<file path="config.mk">
export PLATFORM = sky130hd
export DESIGN_NAME = prt_translator
export DESIGN_NICKNAME = d
export VERILOG_FILES = /design/src/design/prt_pkg.sv /design/src/design/prt_region_if.sv /design/src/design/prt_translator.sv /design/src/design/prt_region_check.sv /design/src/design/prt_state_mem.sv
export SDC_FILE = /design/constraint.sdc
export NUM_CORES = 1
export LEC_CHECK = 0
export ABC_AREA = 1
export BUFFER_PORTS_ARGS = -buffer_cell sky130_fd_sc_hd__clkbuf_2
export CAP_MARGIN = 10
export CELL_PAD_IN_SITES_DETAIL_PLACEMENT = 1
export CELL_PAD_IN_SITES_GLOBAL_PLACEMENT = 1
export CORE_MARGIN = 2
export CORE_UTILIZATION = 46
export DETAILED_ROUTE_END_ITERATION = 8
export GPL_ROUTABILITY_DRIVEN = 0
export GPL_TIMING_DRIVEN = 0
export MAX_ROUTING_LAYER = met4
export PLACE_DENSITY_LB_ADDON = 0.1
export SKIP_LAST_GASP = 1
export SYNTH_ARGS = -nofsm -noshare
export SYNTH_HDL_FRONTEND = slang
export SYNTH_SLANG_ARGS = --single-unit
</file>
<file path="constraint.sdc">
create_clock -name i_clock -period 6.6 [get_ports i_clock]
set_input_delay 1.32 -clock i_clock [delete_from_list [all_inputs] [get_ports i_clock]]
set_output_delay 1.32 -clock i_clock [all_outputs]
set_load 0.1 [all_outputs]
</file>
<file path="src/design/prt_pkg.sv">
// Constants, types and the translate function for the region translator
// Contract
// [RL1] Checking and translation act only while a protected process runs.
// [RL2] Enter command loads process state, the four regions, then runs it.
// [RL3] Every protected access is logical, checked, then translated.
// [RL4] Illegal address, privileged instruction or error traps to supervisor.
// [RL5] Timeslice expiry or system call also traps to the supervisor.
// [RL6] On a trap the process state is saved, then supervisor restarts.
// [RL7] Four regions, each with independent size, permissions and translation.
// [RL8] Reads anywhere; writes need write permit, fetches need execute permit.
// [RL9] Every read, write and fetch is checked; illegal ones trap.
// [RL10] Call or adjust leaving workspace unwritable traps; restart allowed.
// [RL11] Region sizes are powers of two from 256 bytes to 2^30 bytes.
// [RL12] A region relocates onto any physical boundary of its own size.
// [RL13] Supervisor keeps the physical ranges of the regions disjoint.
// [RL14] Legal addresses are the top or bottom 2^n of the region.
// [RL15] Zero and the null pointer can be made illegal and then trap.
// [RL16] Top two logical address bits select region zero to three.
// [RL17] Descriptor bit 0 write, bit 1 execute, bit 2 top placement.
// [RL18] Bit n-1 marks size; bits 31 to n replace logical bits.
// [RL19] Logical bits n to 29 all ones for top, zeros for bottom.
// [RL20] Check completes before issue; no illegal access reaches memory.
// [RL21] Trap cause is recorded for the supervisor to inspect.
package prt_pkg;
   localparam int ADDR_W = 8;
   localparam logic [7:0] OFS_CTRL = 8'h00;
   localparam logic [7:0] OFS_STATUS = 8'h04;
   localparam logic [7:0] OFS_TSLICE = 8'h08;
   localparam logic [7:0] OFS_TRAP_ADDR = 8'h0c;
   localparam logic [7:0] OFS_REGION = 8'h10;
   localparam logic [7:0] OFS_STATE = 8'h40;
   localparam int CTRL_ENTER_BIT = 0;
   localparam int ST_STATE_LSB = 0;
   localparam int ST_RUN_BIT = 3;
   localparam int ST_CAUSE_LSB = 4;
   localparam int ST_RESTART_OK_BIT = 7;
   localparam int DESC_WRITE_BIT = 0;
   localparam int DESC_EXEC_BIT = 1;
   localparam int DESC_TOP_BIT = 2;
   localparam int MIN_SIZE_LOG2 = 8;
   localparam int MAX_SIZE_LOG2 = 30;
   localparam logic [31:0] NULL_DESC = 32'h0800_0000;
   localparam logic [31:0] REGION_RESET = 32'h0800_0000;
   localparam int STATE_WORDS = 8;
   localparam int STATE_AW = 3;
   localparam logic [15:0] TSLICE_RESET = 16'h03e8;
   localparam int CLOCK_NS = 8;
   localparam int TICK_NS = 1000;
   localparam int TICK_CYCLES = TICK_NS / CLOCK_NS;

   typedef enum logic [1:0] {
      PRT_ACC_READ = 2'h0,
      PRT_ACC_WRITE = 2'h1,
      PRT_ACC_FETCH = 2'h2
   } prt_kind_type;

   typedef enum logic [2:0] {
      PRT_CAUSE_NONE = 3'h0,
      PRT_CAUSE_ACCESS = 3'h1,
      PRT_CAUSE_WORKSPACE = 3'h2,
      PRT_CAUSE_PRIV = 3'h3,
      PRT_CAUSE_ERROR = 3'h4,
      PRT_CAUSE_TSLICE = 3'h5,
      PRT_CAUSE_SYSCALL = 3'h6
   } prt_cause_type;

   typedef enum logic [2:0] {
      PRT_IDLE = 3'h0,
      PRT_LOAD = 3'h1,
      PRT_RUN = 3'h3,
      PRT_SAVE = 3'h2,
      PRT_RESTART = 3'h6
   } prt_state_type;

   // Returns {legal, physical}; an unusable descriptor gives no legal address
   function automatic logic [32:0] prt_translate(input logic [31:0] desc,
                                                 input logic [31:0] addr);
      logic found;
      logic ok;
      logic [31:0] low;
      logic [29:0] mid;
      logic [31:0] phys;
      found = 1'b0;
      ok = 1'b0;
      phys = 32'h0000_0000;
      for (int k = MIN_SIZE_LOG2; k <= MAX_SIZE_LOG2; k++)
      begin
         if (!found && desc[k-1]) // [RL11] [RL18]
         begin
            found = 1'b1;
            low = ~(32'hffff_ffff << k);
            mid = 30'h3fff_ffff & ~low[29:0];
            if (desc[DESC_TOP_BIT]) // [RL14] [RL19]
               ok = (addr[29:0] & mid) == mid;
            else
               ok = (addr[29:0] & mid) == 30'h0000_0000;
            phys = (desc & ~low) | (addr & low); // [RL12] [RL18]
         end
      end
      ok = ok && found && desc[6:3] == 4'h0 && desc != NULL_DESC;
      return {ok, phys};
   endfunction
endpackage

</file>
<file path="src/design/prt_region_if.sv">
// Carries the four active region descriptors to the checkers
`timescale 1ns/10ps
interface prt_region_if;
   logic [3:0][31:0] desc;
   modport src (output desc);
   modport chk (input desc);
endinterface

</file>
<file path="src/design/prt_translator.sv">
// Protected region translator: access check, translation and trap sequencing
//
// The implementer's own choices: the strobed register port and the placing of the registers.
`timescale 1ns/10ps
module prt_translator
   import prt_pkg::*;
(
   input wire logic i_clock,
   input wire logic i_rstn,
   input wire logic [prt_pkg::ADDR_W-1:0] i_reg_addr,
   input wire logic [31:0] i_reg_wdata,
   input wire logic i_reg_write,
   input wire logic i_reg_read,
   output logic [31:0] o_reg_rdata,
   input wire logic i_acc_valid,
   input wire logic [31:0] i_acc_addr,
   input wire prt_pkg::prt_kind_type i_acc_kind,
   input wire logic [31:0] i_acc_wdata,
   output logic o_acc_ready,
   output logic o_mem_valid,
   output logic [31:0] o_mem_addr,
   output prt_pkg::prt_kind_type o_mem_kind,
   output logic [31:0] o_mem_wdata,
   input wire logic i_workspace_update,
   input wire logic [31:0] i_workspace_pointer,
   input wire logic i_priv_instr,
   input wire logic i_error,
   input wire logic i_syscall,
   output logic o_protected,
   output logic o_state_valid,
   output logic [prt_pkg::STATE_AW-1:0] o_state_index,
   output logic [31:0] o_state_data,
   output logic o_process_start,
   output logic [prt_pkg::STATE_AW-1:0] o_save_index,
   input wire logic [31:0] i_save_data,
   output logic o_supervisor_restart
);
   import prt_pkg::*;

   prt_state_type state_reg;
   prt_state_type state_next;
   prt_cause_type cause_reg;
   prt_cause_type trap_cause;
   logic [3:0][31:0] stage_reg;
   logic [3:0][31:0] active_reg;
   logic [15:0] tslice_reg;
   logic [15:0] slice_cnt_reg;
   logic [6:0] tick_cnt_reg;
   logic tick;
   logic [31:0] trap_addr_reg;
   logic [STATE_AW:0] seq_cnt_reg;
   logic rd_mem_reg;
   logic [31:0] rdata_reg;
   logic acc_legal;
   logic [31:0] acc_phys;
   logic workspace_legal;
   logic trap;
   logic enter;
   logic status_clear;
   logic reg_hit_state;
   logic [STATE_AW-1:0] mem_addr;
   logic mem_we;
   logic [31:0] mem_wdata;
   logic [31:0] mem_rdata;

   prt_region_if rif ();
   assign rif.desc = active_reg;

   prt_region_check u_acc_check (
      .rif(rif),
      .i_addr(i_acc_addr),
      .i_kind(i_acc_kind),
      .o_legal(acc_legal),
      .o_phys(acc_phys)
   );

   // The workspace must stay writable, so it is checked as a write
   prt_region_check u_workspace_check (
      .rif(rif),
      .i_addr(i_workspace_pointer),
      .i_kind(PRT_ACC_WRITE),
      .o_legal(workspace_legal),
      .o_phys()
   );

   prt_state_mem u_state_mem (
      .i_clock(i_clock),
      .i_rstn(i_rstn),
      .i_addr(mem_addr),
      .i_we(mem_we),
      .i_wdata(mem_wdata),
      .o_rdata(mem_rdata)
   );

   assign reg_hit_state = i_reg_addr >= OFS_STATE &&
      i_reg_addr < OFS_STATE + 8'(4 * STATE_WORDS);
   assign enter = i_reg_write && i_reg_addr == OFS_CTRL &&
      i_reg_wdata[CTRL_ENTER_BIT] && state_reg == PRT_IDLE;
   assign status_clear = i_reg_write && i_reg_addr == OFS_STATUS;

   // Highest priority first; only one cause is kept per trap
   always_comb
   begin
      trap_cause = PRT_CAUSE_NONE;
      if (i_acc_valid && !acc_legal)
         trap_cause = PRT_CAUSE_ACCESS; // [RL4] [RL9]
      else if (i_workspace_update && !workspace_legal)
         trap_cause = PRT_CAUSE_WORKSPACE; // [RL10]
      else if (i_priv_instr)
         trap_cause = PRT_CAUSE_PRIV; // [RL4]
      else if (i_error)
         trap_cause = PRT_CAUSE_ERROR; // [RL4]
      else if (slice_cnt_reg >= tslice_reg)
         trap_cause = PRT_CAUSE_TSLICE; // [RL5]
      else if (i_syscall)
         trap_cause = PRT_CAUSE_SYSCALL; // [RL5]
   end

   assign trap = state_reg == PRT_RUN && trap_cause != PRT_CAUSE_NONE;

   always_comb
   begin
      state_next = state_reg;
      case (state_reg)
         PRT_IDLE:
            if (enter)
               state_next = PRT_LOAD; // [RL2]
         PRT_LOAD:
            if (seq_cnt_reg == (STATE_AW+1)'(STATE_WORDS))
               state_next = PRT_RUN;
         PRT_RUN:
            if (trap)
               state_next = PRT_SAVE; // [RL6]
         PRT_SAVE:
            if (seq_cnt_reg == (STATE_AW+1)'(STATE_WORDS - 1))
               state_next = PRT_RESTART; // [RL6]
         PRT_RESTART:
            state_next = PRT_IDLE;
         default:
            state_next = PRT_IDLE;
      endcase
   end

   always_ff @(posedge i_clock or negedge i_rstn)
   begin
      if (!i_rstn)
         state_reg <= PRT_IDLE;
      else
         state_reg <= state_next;
   end

   always_ff @(posedge i_clock or negedge i_rstn)
   begin
      if (!i_rstn)
         seq_cnt_reg <= '0;
      else if (state_reg != state_next)
         seq_cnt_reg <= '0;
      else if (state_reg == PRT_LOAD || state_reg == PRT_SAVE)
         seq_cnt_reg <= seq_cnt_reg + (STATE_AW+1)'(1);
   end

   // Memory port: sequencer owns it outside idle, software inside
   always_comb
   begin
      mem_addr = seq_cnt_reg[STATE_AW-1:0];
      mem_we = 1'b0;
      mem_wdata = i_save_data;
      if (state_reg == PRT_SAVE)
         mem_we = 1'b1; // [RL6]
      else if (state_reg == PRT_IDLE)
      begin
         mem_addr = i_reg_addr[STATE_AW+1:2];
         mem_we = i_reg_write && reg_hit_state;
         mem_wdata = i_reg_wdata;
      end
   end

   assign o_save_index = seq_cnt_reg[STATE_AW-1:0];
   assign o_state_data = mem_rdata;

   always_ff @(posedge i_clock or negedge i_rstn)
   begin
      if (!i_rstn)
      begin
         o_state_valid <= 1'b0;
         o_state_index <= '0;
      end
      else
      begin
         o_state_valid <= state_reg == PRT_LOAD &&
            seq_cnt_reg < (STATE_AW+1)'(STATE_WORDS); // [RL2]
         o_state_index <= seq_cnt_reg[STATE_AW-1:0];
      end
   end

   assign o_process_start = state_reg == PRT_LOAD && state_next == PRT_RUN;
   assign o_supervisor_restart = state_reg == PRT_RESTART;
   assign o_protected = state_reg == PRT_RUN;

   // Regions staged by software are taken only at entry
   always_ff @(posedge i_clock or negedge i_rstn)
   begin
      if (!i_rstn)
         active_reg <= {4{REGION_RESET}};
      else if (enter)
         active_reg <= stage_reg; // [RL2] [RL7]
   end

   always_ff @(posedge i_clock or negedge i_rstn)
   begin
      if (!i_rstn)
      begin
         stage_reg <= {4{REGION_RESET}};
         tslice_reg <= TSLICE_RESET;
      end
      else if (i_reg_write)
      begin
         for (int r = 0; r < 4; r++)
            if (i_reg_addr == OFS_REGION + 8'(4 * r))
               stage_reg[r] <= i_reg_wdata;
         if (i_reg_addr == OFS_TSLICE)
            tslice_reg <= i_reg_wdata[15:0];
      end
   end

   // Timeslice counted in microsecond ticks
   assign tick = tick_cnt_reg == 7'(TICK_CYCLES - 1);

   always_ff @(posedge i_clock or negedge i_rstn)
   begin
      if (!i_rstn)
         tick_cnt_reg <= '0;
      else if (tick || state_reg != PRT_RUN)
         tick_cnt_reg <= '0;
      else
         tick_cnt_reg <= tick_cnt_reg + 7'h01;
   end

   always_ff @(posedge i_clock or negedge i_rstn)
   begin
      if (!i_rstn)
         slice_cnt_reg <= '0;
      else if (enter)
         slice_cnt_reg <= '0;
      else if (tick && slice_cnt_reg != 16'hffff)
         slice_cnt_reg <= slice_cnt_reg + 16'h0001; // [RL5]
   end

   // A trap in the same cycle as a clear keeps its cause
   always_ff @(posedge i_clock or negedge i_rstn)
   begin
      if (!i_rstn)
      begin
         cause_reg <= PRT_CAUSE_NONE;
         trap_addr_reg <= 32'h0000_0000;
      end
      else if (trap)
      begin
         cause_reg <= trap_cause; // [RL21]
         trap_addr_reg <= trap_cause == PRT_CAUSE_WORKSPACE ?
            i_workspace_pointer : i_acc_addr;
      end
      else if (status_clear || enter)
         cause_reg <= PRT_CAUSE_NONE;
   end

   // Ordinary processes pass untouched; protected ones are taken at once and checked in the same cycle
   assign o_acc_ready = state_reg == PRT_IDLE || state_reg == PRT_RUN;

   always_ff @(posedge i_clock or negedge i_rstn)
   begin
      if (!i_rstn)
      begin
         o_mem_valid <= 1'b0;
         o_mem_addr <= 32'h0000_0000;
         o_mem_kind <= PRT_ACC_READ;
         o_mem_wdata <= 32'h0000_0000;
      end
      else
      begin
         o_mem_valid <= 1'b0;
         if (state_reg == PRT_IDLE && i_acc_valid)
         begin
            o_mem_valid <= 1'b1; // [RL1]
            o_mem_addr <= i_acc_addr;
         end
         else if (state_reg == PRT_RUN && i_acc_valid && !trap)
         begin
            o_mem_valid <= 1'b1; // [RL20]
            o_mem_addr <= acc_phys; // [RL3]
         end
         o_mem_kind <= i_acc_kind;
         o_mem_wdata <= i_acc_wdata;
      end
   end

   always_ff @(posedge i_clock or negedge i_rstn)
   begin
      if (!i_rstn)
      begin
         rdata_reg <= 32'h0000_0000;
         rd_mem_reg <= 1'b0;
      end
      else
      begin
         rd_mem_reg <= i_reg_read && reg_hit_state && state_reg == PRT_IDLE;
         rdata_reg <= 32'h0000_0000;
         if (i_reg_read)
         begin
            case (i_reg_addr)
               OFS_STATUS:
               begin
                  rdata_reg[ST_STATE_LSB +: 3] <= state_reg;
                  rdata_reg[ST_RUN_BIT] <= state_reg == PRT_RUN;
                  rdata_reg[ST_CAUSE_LSB +: 3] <= cause_reg;
                  rdata_reg[ST_RESTART_OK_BIT] <=
                     cause_reg == PRT_CAUSE_WORKSPACE; // [RL10]
               end
               OFS_TSLICE: rdata_reg <= {16'h0000, tslice_reg};
               OFS_TRAP_ADDR: rdata_reg <= trap_addr_reg;
               default:
                  for (int r = 0; r < 4; r++)
                     if (i_reg_addr == OFS_REGION + 8'(4 * r))
                        rdata_reg <= stage_reg[r];
            endcase
         end
      end
   end

   assign o_reg_rdata = rd_mem_reg ? mem_rdata : rdata_reg;
endmodule

</file>
<file path="src/design/prt_region_check.sv">
// Checks one logical access against the regions and translates it
`timescale 1ns/10ps
module prt_region_check
   import prt_pkg::*;
(
   prt_region_if.chk rif,
   input wire logic [31:0] i_addr,
   input wire prt_pkg::prt_kind_type i_kind,
   output logic o_legal,
   output logic [31:0] o_phys
);
   logic [31:0] desc;
   logic [32:0] res;
   logic permit;

   assign desc = rif.desc[i_addr[31:30]]; // [RL16] [RL7]
   assign res = prt_translate(desc, i_addr); // [RL3]

   always_comb
   begin
      case (i_kind) // [RL8]
         PRT_ACC_READ: permit = 1'b1;
         PRT_ACC_WRITE: permit = desc[DESC_WRITE_BIT]; // [RL17]
         PRT_ACC_FETCH: permit = desc[DESC_EXEC_BIT]; // [RL17]
         default: permit = 1'b0;
      endcase
   end

   // Zero and null pointer fail here unless a region covers them
   assign o_legal = res[32] && permit; // [RL15] [RL9]
   assign o_phys = res[31:0];
endmodule

</file>
<file path="src/design/prt_state_mem.sv">
// Small single-port memory holding the saved protected process state
`timescale 1ns/10ps
module prt_state_mem
   import prt_pkg::*;
(
   input wire logic i_clock,
   input wire logic i_rstn,
   input wire logic [prt_pkg::STATE_AW-1:0] i_addr,
   input wire logic i_we,
   input wire logic [31:0] i_wdata,
   output logic [31:0] o_rdata
);
   logic [31:0] mem [STATE_WORDS];

   always_ff @(posedge i_clock)
   begin
      if (i_we)
         mem[i_addr] <= i_wdata;
   end

   always_ff @(posedge i_clock or negedge i_rstn)
   begin
      if (!i_rstn)
         o_rdata <= 32'h0000_0000;
      else
         o_rdata <= mem[i_addr];
   end
endmodule

</file>
==> reports/summary.txt <==
WL per Instance -> 27.3 um
Core ar. -> 73300 um2
Cells after Synth -> 3781
final instance area -> 40300 um2
Startpoint Class -> input port
Die Span Y -> 277 um
Synth Register Bits -> 729
drc violations -> 0
Post-DRT Antenna Nets -> 0
Cell Count, Final, Fillers Out -> 5233
Num CTS Buffers -> 79
first-pass GRT wire length -> 210000 um
Crit path required time -> 7.11 ns
setup_tns -> 0 ns
nets -> 4408
Fin Hold WS -> 0.451 ns
hold path start -> seq_cnt_reg[2]$_DFFE_PN0P_
sequential fraction of the synthesis area -> 57.1%
hold buffer count at cts -> 0
status -> completed
worst min-delay path class -> reg -> reg
main flop type after synthesis -> dfrtp_1
clk root buf -> clkbuf_16
Clk pin slew, worst setup/hold paths -> 0.07 ns
mapped cell area -> 34200 um2
# IOs -> 321
DIE AREA -> 76500 um2
f_max -> 181 MHz
warnings from Yosys -> 0
Ant. Diodes -> 0
drt pass-1 iters -> 6
number of global-route vias before repair -> 31800
fin. max-slew vios -> 0
post_cts resized -> 0
Total Routing Usage GR -> 38.1%
initial drt markers -> 2852
final setup violation count -> 0
post-synth top area share -> 33.6%
Area growth syn-to-layout -> 17.8%
top cells by count, synth -> 1042 x nand2_1, 459 x dfrtp_1, 382 x o21ai_0
syn nets -> 3981
Port Buffers -> 315
reg2reg start -> state_reg[0]$_DFF_PN0_
Critical Path Sink Type -> flop
fraction of layout cells with a size suffix above 1 -> 14.9%
initial core utilization -> 46.6%
syn avg cell area -> 9.04 um2
H-tree depth -> 3
P per Cell Area -> 362 nW/um2
Fillers -> 8525
largest net degree at the start of global routing -> 109
VDD IR max -> 0.000359 V
placed cell count -> 5085
DP Area -> 37400 um2
max reg flops -> 256
worst-skew pair later-pin latency -> 0.69 ns
post-synth top area cell -> dfrtp_1
Setup Fix Bufs, Post-CTS -> 0
Setup crit start -> i_acc_addr[30]
CTS Buffer Depth -> 3
top-count cell post-synth -> nand2_1
multi-input logic area -> 12400 um2
Die X -> 277 um
fin crit share -> 83.7%
Pleak -> 0.0176 uW
top post-synthesis cells by area -> dfrtp_1 34%, edfxtp_1 22%, nand2_1 11%
initial antenna violation count -> 3
Fin Clk Skew -> 0.0496 ns
CP arrival -> 6.04 ns
Hold Fails Final Rpt -> 0
number of synthesized flops with an enable pin -> 256
library cells used by synthesis -> 68
relative slew slack -> 12.9%
DRT Wirelength -> 143000 um
post-DP HPWL -> 107000 um
kind of critical path -> in -> reg
Critical Path Fanout Max -> 10
drt via density -> 5.91
DR vias -> 30900
fin util -> 54.9%
Cell Rows -> 99
TritonCTS clock tree -> done
clock sink total -> 729
Worst-Margin Slew -> 1.29 ns
Max-Cap Viols -> 0
asr flop ratio synth -> 64.9%
total congestion overflow -> 0
RSZ-0062 raised after global routing -> no
Period minus WS final -> 5.53 ns
register area -> 19500 um2
## final timing paths
| path | end | slack, ns | cells past startpoint |
|---|---|---|---|
| max | o_mem_addr[4]$_DFFE_PN0P_ | 1.07 | 27 |
| min | o_state_index[2]$_DFF_PN0_ | 0.45 | 0 |
| max reg2reg | u_state_mem.mem[2][21]$_DFFE_PP_ | 1.77 | 11 |
| min reg2reg | o_state_index[2]$_DFF_PN0_ | 0.45 | 0 |
| max in group asynchronous | seq_cnt_reg[2]$_DFFE_PN0P_ | 4.32 | 3 |
| min in group asynchronous | active_reg[116]$_DFFE_PN0P_ | 0.70 | 1 |
## routing by layer
layer  wire (um)  GRT usage, %
met2       67400          60.4
met5           0             -
met4        8780          19.5
met1       56800          47.6
met3        9940          5.76
## area by class of cell
cell class,count,share of cell area [%]
timing repair buffer,346,4.91
tap,959,2.98
sequential,729,48.5
buffer,186,2.17
multi-input combinational,2481,30.7
inverter,385,3.60
clock inverter,37,1.55
clock buffer,110,5.55
## power by group
group	switching (uW)	leakage [uW]	total (uW)	internal, uW
clock	2020	0.00137	4860	2840
combinational	3440	0.00771	4150	714
sequential	280	0.00856	5560	5280
## critical path, cell delays in order
cell	delay [ns]
buf_6	0.13
inv_4	0.08
buf_6	0.15
buf_6	0.17
buf_2	0.26
nand2_1	0.08
a32oi_1	0.71
inv_1	0.20
nand2_2	0.19
nor2_8	0.07
o31ai_1	0.10
nand2_2	0.14
nor2_1	0.14
inv_2	0.08
nor2_4	0.13
inv_4	0.06
nor2_2	0.16
o21ai_1	0.09
nand4_1	0.14
nand4_1	0.27
nand2_2	0.23
inv_2	0.07
a21oi_4	0.18
nand4_2	0.34
buf_2	0.35
nand3_1	0.12
nand2_1	0.07
## cell families (layout without fill, tap and decap cells)
logic type / after synthesis / in the layout / synth area share (%)
flops: 729 / 729 / 57.1
mux: 33 / 33 / 1.08
compound gates: 738 / 738 / 13.2
xor+xnor: 6 / 6 / 0.154
buf+inv: 571 / 1064 / 6.80
simple gates: 1683 / 1683 / 20.8
fa+ha+maj: 21 / 21 / 0.768
## per-stage QoR
step | setup slack (ns) | power [uW]
after floorplan | 0.909 | 8320
after global placement | -7.19 | 9540
after detailed placement | 0.556 | 9690
after CTS | 1.20 | 14500
after global routing | 0.886 | 15000
final | 1.07 | 14600
## cells in the final DEF, fill, tap and decap left out, types with 80 or more instances in the layout
| master | n |
|---|---|
| nand2_1 | 1042 |
| dfrtp_1 | 459 |
| o21ai_0 | 382 |
| inv_1 | 360 |
| clkbuf_2 | 314 |
| edfxtp_1 | 256 |
| nor2_1 | 252 |
| nand3_1 | 183 |
| clkbuf_1 | 143 |
| a22oi_1 | 83 |
| a21oi_1 | 80 |
| clkbuf_16 | 80 |
(Power assumes the default switching activity.)
